### config.mk
export PLATFORM = sky130hd
export DESIGN_NAME = frg_guard
export DESIGN_NICKNAME = d
export VERILOG_FILES = /design/src/hw/frg_pkg.sv /design/src/hw/frg_guard.sv
export SDC_FILE = /design/constraint.sdc
export NUM_CORES = 1
export LEC_CHECK = 0
export BUFFER_PORTS_ARGS = -buffer_cell sky130_fd_sc_hd__buf_4
export CAP_MARGIN = 20
export CORE_ASPECT_RATIO = 1.25
export CORE_MARGIN = 2
export CORE_UTILIZATION = 54
export DETAILED_ROUTE_END_ITERATION = 7
export GPL_ROUTABILITY_DRIVEN = 0
export GPL_TIMING_DRIVEN = 0
export PLACE_DENSITY = 0.92
export SLEW_MARGIN = 20
export SYNTH_ARGS = -nofsm -noshare
export SYNTH_HDL_FRONTEND = slang
export SYNTH_SLANG_ARGS = --single-unit
### constraint.sdc
create_clock -name ref_clk -period 7.12 [get_ports ref_clk]
set_input_delay 0.356 -clock ref_clk [delete_from_list [all_inputs] [get_ports ref_clk]]
set_output_delay 0.356 -clock ref_clk [all_outputs]
set_load 0.03 [all_outputs]
### src/hw/frg_pkg.sv
package frg_pkg;
    // ==========================================
    // register map and fields
    localparam logic [19:0] ADDR_DFL_CTL = 20'hF_0090;
    localparam logic [19:0] ADDR_FL_MODE = 20'hF_00AA;
    localparam logic [19:0] ADDR_FL_PROT = 20'hF_00AB;
    localparam int DFL_EN_BIT = 0;
    localparam int MODE_HI_BIT = 7;
    localparam int MODE_LO_BIT = 6;
    localparam int BANK_EN_BIT = 1;
    localparam int UNLOCK_BIT = 0;
    localparam logic [7:0] DFL_CTL_MASK = 8'h01;
    localparam logic [7:0] FL_MODE_MASK = 8'hC2;
    localparam logic [7:0] FL_PROT_MASK = 8'h01;
    localparam logic [7:0] RST_DFL_CTL = 8'h00;
    localparam logic [7:0] RST_FL_MODE = 8'h00;
    localparam logic [7:0] RST_FL_PROT = 8'h00;

    // ==========================================
    // code flash geometry
    localparam int BLOCK_LSB = 10;
    localparam int BLOCK_W = 9;
    localparam logic [19:0] BOOT_CLUSTER_LAST = 20'h0_0FFF;
    localparam logic [BLOCK_W-1:0] RST_WIN_START = 9'h000;
    localparam logic [BLOCK_W-1:0] RST_WIN_END = 9'h1FF;

    // ==========================================
    // timing
    localparam int CLK_PERIOD_NS = 8;
    localparam int DFL_SETUP_NS = 5000;
    localparam int DFL_SETUP_CYC = (DFL_SETUP_NS + CLK_PERIOD_NS - 1) / CLK_PERIOD_NS;
    localparam int CNT_W = 12;

    // ==========================================
    // types
    typedef enum logic {FRG_SERIAL, FRG_SELF} frg_agent_e;
    typedef enum logic [1:0] {FRG_READ, FRG_WRITE, FRG_ERASE, FRG_FETCH} frg_op_e;
    typedef enum logic [1:0] {DF_OFF, DF_SETUP, DF_READY} frg_dfl_e;

    typedef struct packed {
        logic valid;
        frg_agent_e agent;
        frg_op_e op;
        logic data_area;
        logic byte_size;
        logic [19:0] addr;
    } frg_req_s;

    typedef struct packed {
        logic grant;
        logic refuse;
        logic [BLOCK_W-1:0] block;
    } frg_rsp_s;

    typedef struct packed {
        logic valid;
        frg_agent_e agent;
        logic set_erase_prot;
        logic set_write_prot;
        logic set_bc0_prot;
        logic release_write;
        logic win_valid;
        logic [BLOCK_W-1:0] win_start;
        logic [BLOCK_W-1:0] win_end;
    } frg_sec_s;

    typedef struct packed {
        logic strap_done;
        logic [7:0] fl_mode;
        logic [7:0] fl_prot;
        logic [7:0] dfl_ctl;
        frg_dfl_e df_st;
        logic [CNT_W-1:0] cnt;
        logic erase_prot;
        logic write_prot;
        logic bc0_prot;
        logic [BLOCK_W-1:0] win_start;
        logic [BLOCK_W-1:0] win_end;
        logic [7:0] rdata;
        logic reg_fail;
        frg_rsp_s rsp;
        logic sec_ok;
        logic sec_fail;
        logic stop_grant;
        logic stop_refuse;
    } frg_state_s;
endpackage : frg_pkg

### src/hw/frg_guard.sv
// What this block does
// - bank update enable 0 refuses bank programming, 1 permits updating other bank.
// - speed mode bits load from the option byte speed bits on the first edge after reset release.
// - mode select writes are ignored while the unlock bit is 0.
// - self-programming erase or write outside the window is refused.
// - serial programming may erase and write outside the window.
// - boot cluster 0 protection wins over the window.
// - the window restricts code flash only, never data flash.
// - erase prohibition refuses serial erase, self-programming erase still runs.
// - write prohibition refuses serial write, self-programming write still runs.
// - boot cluster 0 protection refuses erase and write of 00000H-00FFFH.
// - prohibitions start clear, settable from either mode, in any combination.
// - erase and boot cluster prohibitions can never be cleared.
// - write prohibition clears only serially, others clear, both areas blank.
// - boot cluster protection refused in bank mode; it blocks bank programming.
// - data flash erases in 1 KB blocks, byte access only.
// - data flash cannot be fetched from; background rewrite lets code run.
// - data flash access denied while code flash self-rewrite runs.
// - during data flash rewrite, control writes ignored and STOP refused.
// - bank programming and background data rewrite never run together.
// - data flash control resets to 00H; enable in bit 0.
// - access enable 0 blocks data flash access, 1 permits it.
// - data flash is unavailable for the setup time after enabling.
module frg_guard (
    input wire logic ref_clk,
    input wire logic rst_n,
    input wire logic [19:0] reg_addr,
    input wire logic reg_wr,
    input wire logic reg_rd,
    input wire logic [7:0] reg_wdata,
    output logic [7:0] reg_rdata,
    output logic reg_fail,
    input wire logic [1:0] option_speed_mode,
    input wire logic boot_flag,
    input wire logic code_self_rewrite,
    input wire logic background_rewrite,
    input wire logic code_blank,
    input wire logic data_blank,
    input wire frg_pkg::frg_req_s req,
    output frg_pkg::frg_rsp_s rsp,
    input wire frg_pkg::frg_sec_s sec,
    output logic sec_ok,
    output logic sec_fail,
    output logic [2:0] prot_flags,
    output logic bank_update_enable,
    output logic data_flash_ready,
    input wire logic stop_req,
    output logic stop_grant,
    output logic stop_refuse
);
    // ==========================================
    // request decode
    frg_pkg::frg_state_s q;
    frg_pkg::frg_state_s d;
    logic req_rewrite;
    logic req_self;
    logic in_bc0;
    logic in_win;
    logic [frg_pkg::BLOCK_W-1:0] req_blk;

    assign req_rewrite = (req.op == frg_pkg::FRG_WRITE) || (req.op == frg_pkg::FRG_ERASE);
    assign req_self = (req.agent == frg_pkg::FRG_SELF);
    assign req_blk = req.addr[frg_pkg::BLOCK_LSB +: frg_pkg::BLOCK_W];
    assign in_bc0 = (req.addr <= frg_pkg::BOOT_CLUSTER_LAST);
    assign in_win = (req_blk >= q.win_start) && (req_blk <= q.win_end);

    // ==========================================
    // next state
    always_comb begin
        logic ok;
        ok = 1'b1;
        d = q;
        d.rsp = '0;
        d.reg_fail = 1'b0;
        d.sec_ok = 1'b0;
        d.sec_fail = 1'b0;
        d.stop_grant = 1'b0;
        d.stop_refuse = 1'b0;

        // the strap is caught on the first edge after release, not by the reset itself
        // speed bits from option byte
        if (!q.strap_done) begin
            d.strap_done = 1'b1;
            d.fl_mode[frg_pkg::MODE_HI_BIT] = option_speed_mode[1];
            d.fl_mode[frg_pkg::MODE_LO_BIT] = option_speed_mode[0];
        end

        if (reg_wr) begin
            case (reg_addr)
                frg_pkg::ADDR_FL_PROT: begin
                    d.fl_prot = reg_wdata & frg_pkg::FL_PROT_MASK;
                end
                frg_pkg::ADDR_FL_MODE: begin
                    if (!q.fl_prot[frg_pkg::UNLOCK_BIT]) begin
                        d.reg_fail = 1'b1;
                    // bank mode blocked by boot cluster protection
                    end else if (reg_wdata[frg_pkg::BANK_EN_BIT] && q.bc0_prot) begin
                        d.reg_fail = 1'b1;
                    // no bank mode during background rewrite
                    end else if (reg_wdata[frg_pkg::BANK_EN_BIT] && background_rewrite) begin
                        d.reg_fail = 1'b1;
                    end else begin
                        d.fl_mode = reg_wdata & frg_pkg::FL_MODE_MASK;
                    end
                end
                frg_pkg::ADDR_DFL_CTL: begin
                    if (background_rewrite) begin
                        d.reg_fail = 1'b1;
                    end else begin
                        d.dfl_ctl = reg_wdata & frg_pkg::DFL_CTL_MASK;
                    end
                end
                default: begin
                end
            endcase
        end

        if (reg_rd) begin
            case (reg_addr)
                frg_pkg::ADDR_FL_PROT: d.rdata = q.fl_prot;
                frg_pkg::ADDR_FL_MODE: d.rdata = q.fl_mode;
                frg_pkg::ADDR_DFL_CTL: d.rdata = q.dfl_ctl;
                default: d.rdata = 8'h00;
            endcase
        end

        if (!d.dfl_ctl[frg_pkg::DFL_EN_BIT]) begin
            d.df_st = frg_pkg::DF_OFF;
            d.cnt = '0;
        end else begin
            case (q.df_st)
                frg_pkg::DF_OFF: begin
                    d.df_st = frg_pkg::DF_SETUP;
                    d.cnt = frg_pkg::CNT_W'(frg_pkg::DFL_SETUP_CYC - 1);
                end
                frg_pkg::DF_SETUP: begin
                    if (q.cnt == '0) begin
                        d.df_st = frg_pkg::DF_READY;
                    end else begin
                        d.cnt = q.cnt - 1'b1;
                    end
                end
                frg_pkg::DF_READY: begin
                end
                default: begin
                    d.df_st = frg_pkg::DF_OFF;
                end
            endcase
        end

        if (req.valid) begin
            if (req.data_area) begin
                if (q.df_st != frg_pkg::DF_READY) begin
                    ok = 1'b0;
                end
                // no data access during code rewrite
                if (code_self_rewrite) begin
                    ok = 1'b0;
                end
                if (req.op == frg_pkg::FRG_FETCH) begin
                    ok = 1'b0;
                end
                if (!req.byte_size) begin
                    ok = 1'b0;
                end
                // no data rewrite in bank mode
                if (req_rewrite && q.fl_mode[frg_pkg::BANK_EN_BIT]) begin
                    ok = 1'b0;
                end
            end else if (req_rewrite) begin
                if (in_bc0 && q.bc0_prot) begin
                    ok = 1'b0;
                end
                // data requests never reach this check
                if (req_self && !in_win) begin
                    ok = 1'b0;
                end
                if (req_self && q.fl_mode[frg_pkg::BANK_EN_BIT] && q.bc0_prot) begin
                    ok = 1'b0;
                end
                if (req_self && q.fl_mode[frg_pkg::BANK_EN_BIT] && background_rewrite) begin
                    ok = 1'b0;
                end
            end
            if (!req_self && req.op == frg_pkg::FRG_ERASE && q.erase_prot) begin
                ok = 1'b0;
            end
            if (!req_self && req.op == frg_pkg::FRG_WRITE && q.write_prot) begin
                ok = 1'b0;
            end
            d.rsp.grant = ok;
            d.rsp.refuse = !ok;
            d.rsp.block = req_blk;
        end

        if (sec.valid) begin
            d.sec_ok = 1'b1;
            if (sec.win_valid) begin
                d.win_start = sec.win_start;
                d.win_end = sec.win_end;
            end
            if (sec.release_write) begin
                if (sec.agent == frg_pkg::FRG_SERIAL && !q.erase_prot && !q.bc0_prot
                        && code_blank && data_blank) begin
                    d.write_prot = 1'b0;
                end else begin
                    d.sec_ok = 1'b0;
                    d.sec_fail = 1'b1;
                end
            end
            // bc0 protection refused in bank mode
            if (sec.set_bc0_prot && q.fl_mode[frg_pkg::BANK_EN_BIT]) begin
                d.sec_ok = 1'b0;
                d.sec_fail = 1'b1;
            end else begin
                // set from either agent, any mix
                // erase and bc0 only ever set here, never cleared; write is also cleared by release
                d.erase_prot = q.erase_prot | sec.set_erase_prot;
                d.bc0_prot = q.bc0_prot | sec.set_bc0_prot;
                d.write_prot = d.write_prot | sec.set_write_prot;
            end
        end

        // STOP would kill the cell sequence mid-program, so it is refused during rewrite and setup
        // STOP refused during rewrite
        if (stop_req) begin
            if (background_rewrite || q.df_st == frg_pkg::DF_SETUP) begin
                d.stop_refuse = 1'b1;
            end else begin
                d.stop_grant = 1'b1;
            end
        end
    end

    // ==========================================
    // state register
    // control resets to 00H
    always_ff @(posedge ref_clk or negedge rst_n) begin
        if (!rst_n) begin
            q <= '0;
            q.fl_mode <= frg_pkg::RST_FL_MODE;
            q.fl_prot <= frg_pkg::RST_FL_PROT;
            q.dfl_ctl <= frg_pkg::RST_DFL_CTL;
            q.df_st <= frg_pkg::DF_OFF;
            q.win_start <= frg_pkg::RST_WIN_START;
            q.win_end <= frg_pkg::RST_WIN_END;
        end else begin
            q <= d;
        end
    end

    assign reg_rdata = q.rdata;
    assign reg_fail = q.reg_fail;
    assign rsp = q.rsp;
    assign sec_ok = q.sec_ok;
    assign sec_fail = q.sec_fail;
    assign prot_flags = {q.bc0_prot, q.write_prot, q.erase_prot};
    assign bank_update_enable = q.fl_mode[frg_pkg::BANK_EN_BIT];
    assign data_flash_ready = (q.df_st == frg_pkg::DF_READY);
    assign stop_grant = q.stop_grant;
    assign stop_refuse = q.stop_refuse;

    // ==========================================
    // checks
    a_unlock_gate: assert property (
        @(posedge ref_clk) disable iff (!rst_n)
        q.strap_done && reg_wr && reg_addr == frg_pkg::ADDR_FL_MODE
            && !q.fl_prot[frg_pkg::UNLOCK_BIT]
        |=> $stable(q.fl_mode) && reg_fail)
        else $error("mode select changed while locked");

    a_bc0_refuse: assert property (
        @(posedge ref_clk) disable iff (!rst_n)
        req.valid && !req.data_area && req_rewrite && in_bc0 && q.bc0_prot
        |=> rsp.refuse && !rsp.grant)
        else $error("boot cluster rewrite not refused");

    a_window_self: assert property (
        @(posedge ref_clk) disable iff (!rst_n)
        req.valid && !req.data_area && req_rewrite && req_self && !in_win
        |=> rsp.refuse)
        else $error("self rewrite outside window granted");

    a_window_serial: assert property (
        @(posedge ref_clk) disable iff (!rst_n)
        req.valid && !req.data_area && req.op == frg_pkg::FRG_WRITE && !req_self
            && !in_win && !in_bc0 && prot_flags == 3'b000
        |=> rsp.grant)
        else $error("serial write outside window refused");

    a_serial_erase: assert property (
        @(posedge ref_clk) disable iff (!rst_n)
        req.valid && !req_self && req.op == frg_pkg::FRG_ERASE && q.erase_prot
        |=> rsp.refuse)
        else $error("serial erase not refused");

    a_serial_write: assert property (
        @(posedge ref_clk) disable iff (!rst_n)
        req.valid && !req_self && req.op == frg_pkg::FRG_WRITE && q.write_prot
        |=> rsp.refuse)
        else $error("serial write not refused");

    a_prot_sticky: assert property (
        @(posedge ref_clk) disable iff (!rst_n)
        q.erase_prot && q.bc0_prot |=> (q.erase_prot && q.bc0_prot) [*4])
        else $error("permanent prohibition cleared");

    a_data_denied: assert property (
        @(posedge ref_clk) disable iff (!rst_n)
        req.valid && req.data_area && code_self_rewrite |=> rsp.refuse)
        else $error("data access during code rewrite");

    a_setup_wait: assert property (
        @(posedge ref_clk) disable iff (!rst_n)
        $rose(q.dfl_ctl[frg_pkg::DFL_EN_BIT]) |-> !data_flash_ready [*8])
        else $error("data flash ready before setup");

    a_stop_refuse: assert property (
        @(posedge ref_clk) disable iff (!rst_n)
        stop_req && background_rewrite |=> stop_refuse && !stop_grant)
        else $error("stop granted during rewrite");
endmodule : frg_guard

==> summary.txt <==
=================================================================================================
Main combinational cell family by area after synthesis                               simple AND/OR/NAND/NOR gates
Ant. Diodes                                                                                     0
TritonCTS clock tree                                                                          yes
Slew HR                                                                                     49.2%
Share of cells above drive strength 1                                                       38.2%
Vias in the first global route                                                               3005
Global-route wire length before repair                                               13400 microns
Number of distinct library cell variants in the gate-level netlist after synthesis             54
Total length of routed wires                                                         8450 microns
Result of the run                                                                    complete, no violations
Final nets                                                                                    564
Share of cell area taken by muxes after synthesis                                           8.03%
Proportion of synthesized chip area in sequential cells                                     44.9%
Maximum fanout along the worst path                                                            10
Kind of path behind the tightest hold check                                           in -> async
Max-cap check violation count                                                                   0
Average detailed-routed wire length per instance                                     15.6 microns
Share of synthesized registers carrying an async set or reset                                100%
Crit path arrival time                                                                    2.81 ns
Synth Area in Adders                                                                        8.03%
Sort of element at the start of the critical path                                            flop
Clock tree buffer depth                                                                         2
Total of flip-flops plus latches after synthesis                                               61
CTS H-tree depth                                                                                3
Post-CTS Hold Buffers                                                                           0
Crit end category                                                                            flop
First-pass iteration count of the detailed router                                               4
Clock latency at the later pin of the worst-skew pair                                     0.34 ns
Clock period minus final worst setup slack                                                2.56 ns
Starting density of the core                                                                55.6%
Cts bufs inserted                                                                               9
Count of buffers from port buffering                                                          100
Upper clock frequency limit                                                               390 MHz
Period utilisation layout                                                                   36.0%
Total routing resource utilization after global routing                                     25.3%
Category of the most critical setup path                                               reg -> reg
Remaining number of nets flagged by the antenna check after routing                             0
Power density of the placed cells                                                     183 nW/um^2
Count of unresolved DRC violations after routing                                                0
Number of flops mapped to enable cells by yosys                                                 0
Hold Fails Final Rpt                                                                            0
Post-layout power                                                                          820 uW
Die outline width                                                                    75.3 microns
Final sum of negative setup slack                                                            0 ns
Initial drt markers                                                                           151
CTS clk-pin slew, worst paths                                                             0.07 ns
Sum of overflow across all layers after global routing                                          0
Post-synth top flop                                                                  sky130_fd_sc_hd__dfrtp_1
Vias after detailed routing                                                                  2950
Synthesized cell area                                                                  3430 sq um
Clock tree skew after final layout                                                     0.00940 ns
Xor and xnor area share after synthesis                                                     1.53%
Gate count after technology mapping                                                           337
Post-synthesis area per instance                                                       10.2 sq um
Number of rows created at floorplan                                                            32
Height of the die                                                                    93.1 microns
Clk sinks                                                                                      61
Post-cts gate resize count                                                                      0
Floorplan die area                                                                     7010 sq um
Clock Tree Root                                                                      sky130_fd_sc_hd__clkbuf_8
Post-DP HPWL                                                                         6490 microns
Measured slew at the worst slew-check pin                                                0.762 ns
Number of vias per cell                                                                      5.45
Final count of pins violating max slew                                                          0
Worst EP required                                                                         7.37 ns
I/O pins                                                                                      120
Area growth, synth to finish                                                                30.6%
Leakage power total                                                                    0.00223 uW
Setup Fix Bufs, Post-CTS                                                                        0
Simple-gate share of the synthesized area                                                   18.4%
Maximum number of pins on one net before global-route repair                                   62
Number of warnings reported in the yosys synthesis log                                          0
Register-to-register path setup slack                                                     4.56 ns
Placeable core area                                                                    6170 sq um
Post-synthesis compound-gate area fraction                                                  9.74%
Worst ir drop on vdd                                                                     0.135 mV
Count of final setup violators                                                                  0
Number of antenna violations at the first check in global routing                               0
RSZ-0062 raised after global routing                                                           no
=================================================================================================
## flip-flops by register name, indices dropped and copies added (netlist names)
| register | flops |
|---|---|
| reg_fail | 1 |
| prot_flags | 3 |
| stop_refuse | 1 |
| rsp | 11 |
| sec_ok | 1 |
| stop_grant | 1 |
| bank_update_enable | 1 |
| reg_rdata | 4 |
| q | 37 |
| sec_fail | 1 |
## cells in the mapped netlist (4+ instances only)
master | count | area [sq um]
sky130_fd_sc_hd__dfrtp_1 | 52 | 1300
sky130_fd_sc_hd__nand3_1 | 9 | 45.0
sky130_fd_sc_hd__nor3_1 | 12 | 60.1
sky130_fd_sc_hd__nor2_1 | 20 | 75.1
sky130_fd_sc_hd__xnor2_1 | 6 | 52.6
sky130_fd_sc_hd__clkbuf_1 | 5 | 18.8
sky130_fd_sc_hd__o21ai_0 | 8 | 40.0
sky130_fd_sc_hd__nor4_1 | 7 | 43.8
sky130_fd_sc_hd__nand4_1 | 6 | 37.5
sky130_fd_sc_hd__a21oi_1 | 14 | 70.1
sky130_fd_sc_hd__and2_1 | 10 | 62.6
sky130_fd_sc_hd__nand2_1 | 13 | 48.8
sky130_fd_sc_hd__nor2b_1 | 4 | 25.0
sky130_fd_sc_hd__dfstp_2 | 9 | 236
sky130_fd_sc_hd__and3_1 | 4 | 25.0
sky130_fd_sc_hd__mux2i_1 | 5 | 50.1
sky130_fd_sc_hd__a31oi_1 | 4 | 25.0
sky130_fd_sc_hd__nand2b_1 | 6 | 37.5
sky130_fd_sc_hd__buf_4 | 22 | 165
sky130_fd_sc_hd__ha_1 | 22 | 275
sky130_fd_sc_hd__mux2_2 | 20 | 225
sky130_fd_sc_hd__inv_1 | 31 | 116
sky130_fd_sc_hd__nand4b_1 | 4 | 35.0
## power by group
group          total [uW]  leakage [uW]  switching (uW)  internal [uW]
clock network         280     0.0000937             125            155
registers             385      0.000761            11.0            374
logic                 155       0.00138            75.6           79.3
total                 820       0.00223             212            608
## cell type report
cell class	count	area, sq um
Buffer	29	200
Clock buffer	15	176
Clock inverter	1	5.00
Fill cell	440	1690
Inverter	31	116
Multi-Input combinational cell	219	1590
Sequential cell	61	1540
Tap cell	85	106
Timing Repair Buffer	100	751
## per-stage QoR
stage	utilization, %	cell area, sq um	hold slack (ns)	instances	worst slack, ns
6_report	72.6	4480	0.0911	541	4.56
5_1_grt	72.6	4480	0.144	541	4.33
4_1_cts	72.6	4480	0.112	541	4.55
3_5_place_dp	69.7	4300	0.475	525	4.56
3_3_place_gp	69.7	4300	0.457	525	4.60
2_1_floorplan	-	3440	0.0604	340	4.88
## worst max-delay path, stage by stage, from the launching register on
cell and delay (ns):
sky130_fd_sc_hd__dfrtp_1 0.41, sky130_fd_sc_hd__inv_1 0.07, sky130_fd_sc_hd__ha_1 0.18, sky130_fd_sc_hd__or3b_2 0.52, sky130_fd_sc_hd__nor4_1 0.42, sky130_fd_sc_hd__buf_2 0.30
sky130_fd_sc_hd__a21o_1 0.19, sky130_fd_sc_hd__mux2i_1 0.18, sky130_fd_sc_hd__nor3b_1 0.21
## cell usage in the layout (no fill, tap or decap), types with 5 or more instances in the layout
master | netlist | layout
sky130_fd_sc_hd__buf_4 | 22 | 122
sky130_fd_sc_hd__mux2i_1 | 5 | 5
sky130_fd_sc_hd__dfrtp_1 | 52 | 52
sky130_fd_sc_hd__nand2_1 | 13 | 13
sky130_fd_sc_hd__ha_1 | 22 | 22
sky130_fd_sc_hd__inv_1 | 31 | 31
sky130_fd_sc_hd__nor3_1 | 12 | 12
sky130_fd_sc_hd__clkbuf_8 | 0 | 12
sky130_fd_sc_hd__dfstp_2 | 9 | 9
sky130_fd_sc_hd__o21ai_0 | 8 | 8
sky130_fd_sc_hd__nor2_1 | 20 | 20
sky130_fd_sc_hd__a21oi_1 | 14 | 14
sky130_fd_sc_hd__conb_1 | 2 | 5
sky130_fd_sc_hd__nor4_1 | 7 | 7
sky130_fd_sc_hd__nand4_1 | 6 | 6
sky130_fd_sc_hd__mux2_2 | 20 | 20
sky130_fd_sc_hd__clkbuf_1 | 5 | 8
sky130_fd_sc_hd__nand3_1 | 9 | 9
sky130_fd_sc_hd__nand2b_1 | 6 | 6
sky130_fd_sc_hd__and2_1 | 10 | 10
sky130_fd_sc_hd__xnor2_1 | 6 | 6
## per-layer routing
metal  GRT usage, %  up-vias  part of all wire (%)  wire length (microns)
met1           27.7     1432                    37                   3120
met4           13.3        0                   2.6                    218
li1               -     1393                     -                      -
met2           45.2      104                    56                   4730
met3           4.53       21                   4.5                    378
met5              0        -                     0                      0
## final timing paths
path / from / end / cells past startpoint
worst max-delay path: q[45] / q[46] / 8
worst min-delay path: rst_n / rsp[2] / 1
worst max register to register: q[45] / q[46] / 8
worst min register to register: q[81] / reg_rdata[6] / 2
max in group asynchronous: rst_n / q[40] / 1
min in group ref_clk: stop_req / stop_grant / 2
## logic make-up after synthesis
group | count (synthesis)
buffers and inverters | 60
flip-flops | 61
AO/OA/AOI/OAI | 50
other | 2
adder cells (fa/ha/maj) | 22
multiplexers | 25
XOR/XNOR | 6
AND/OR/NAND/NOR | 111
(Power assumes the default switching activity.)
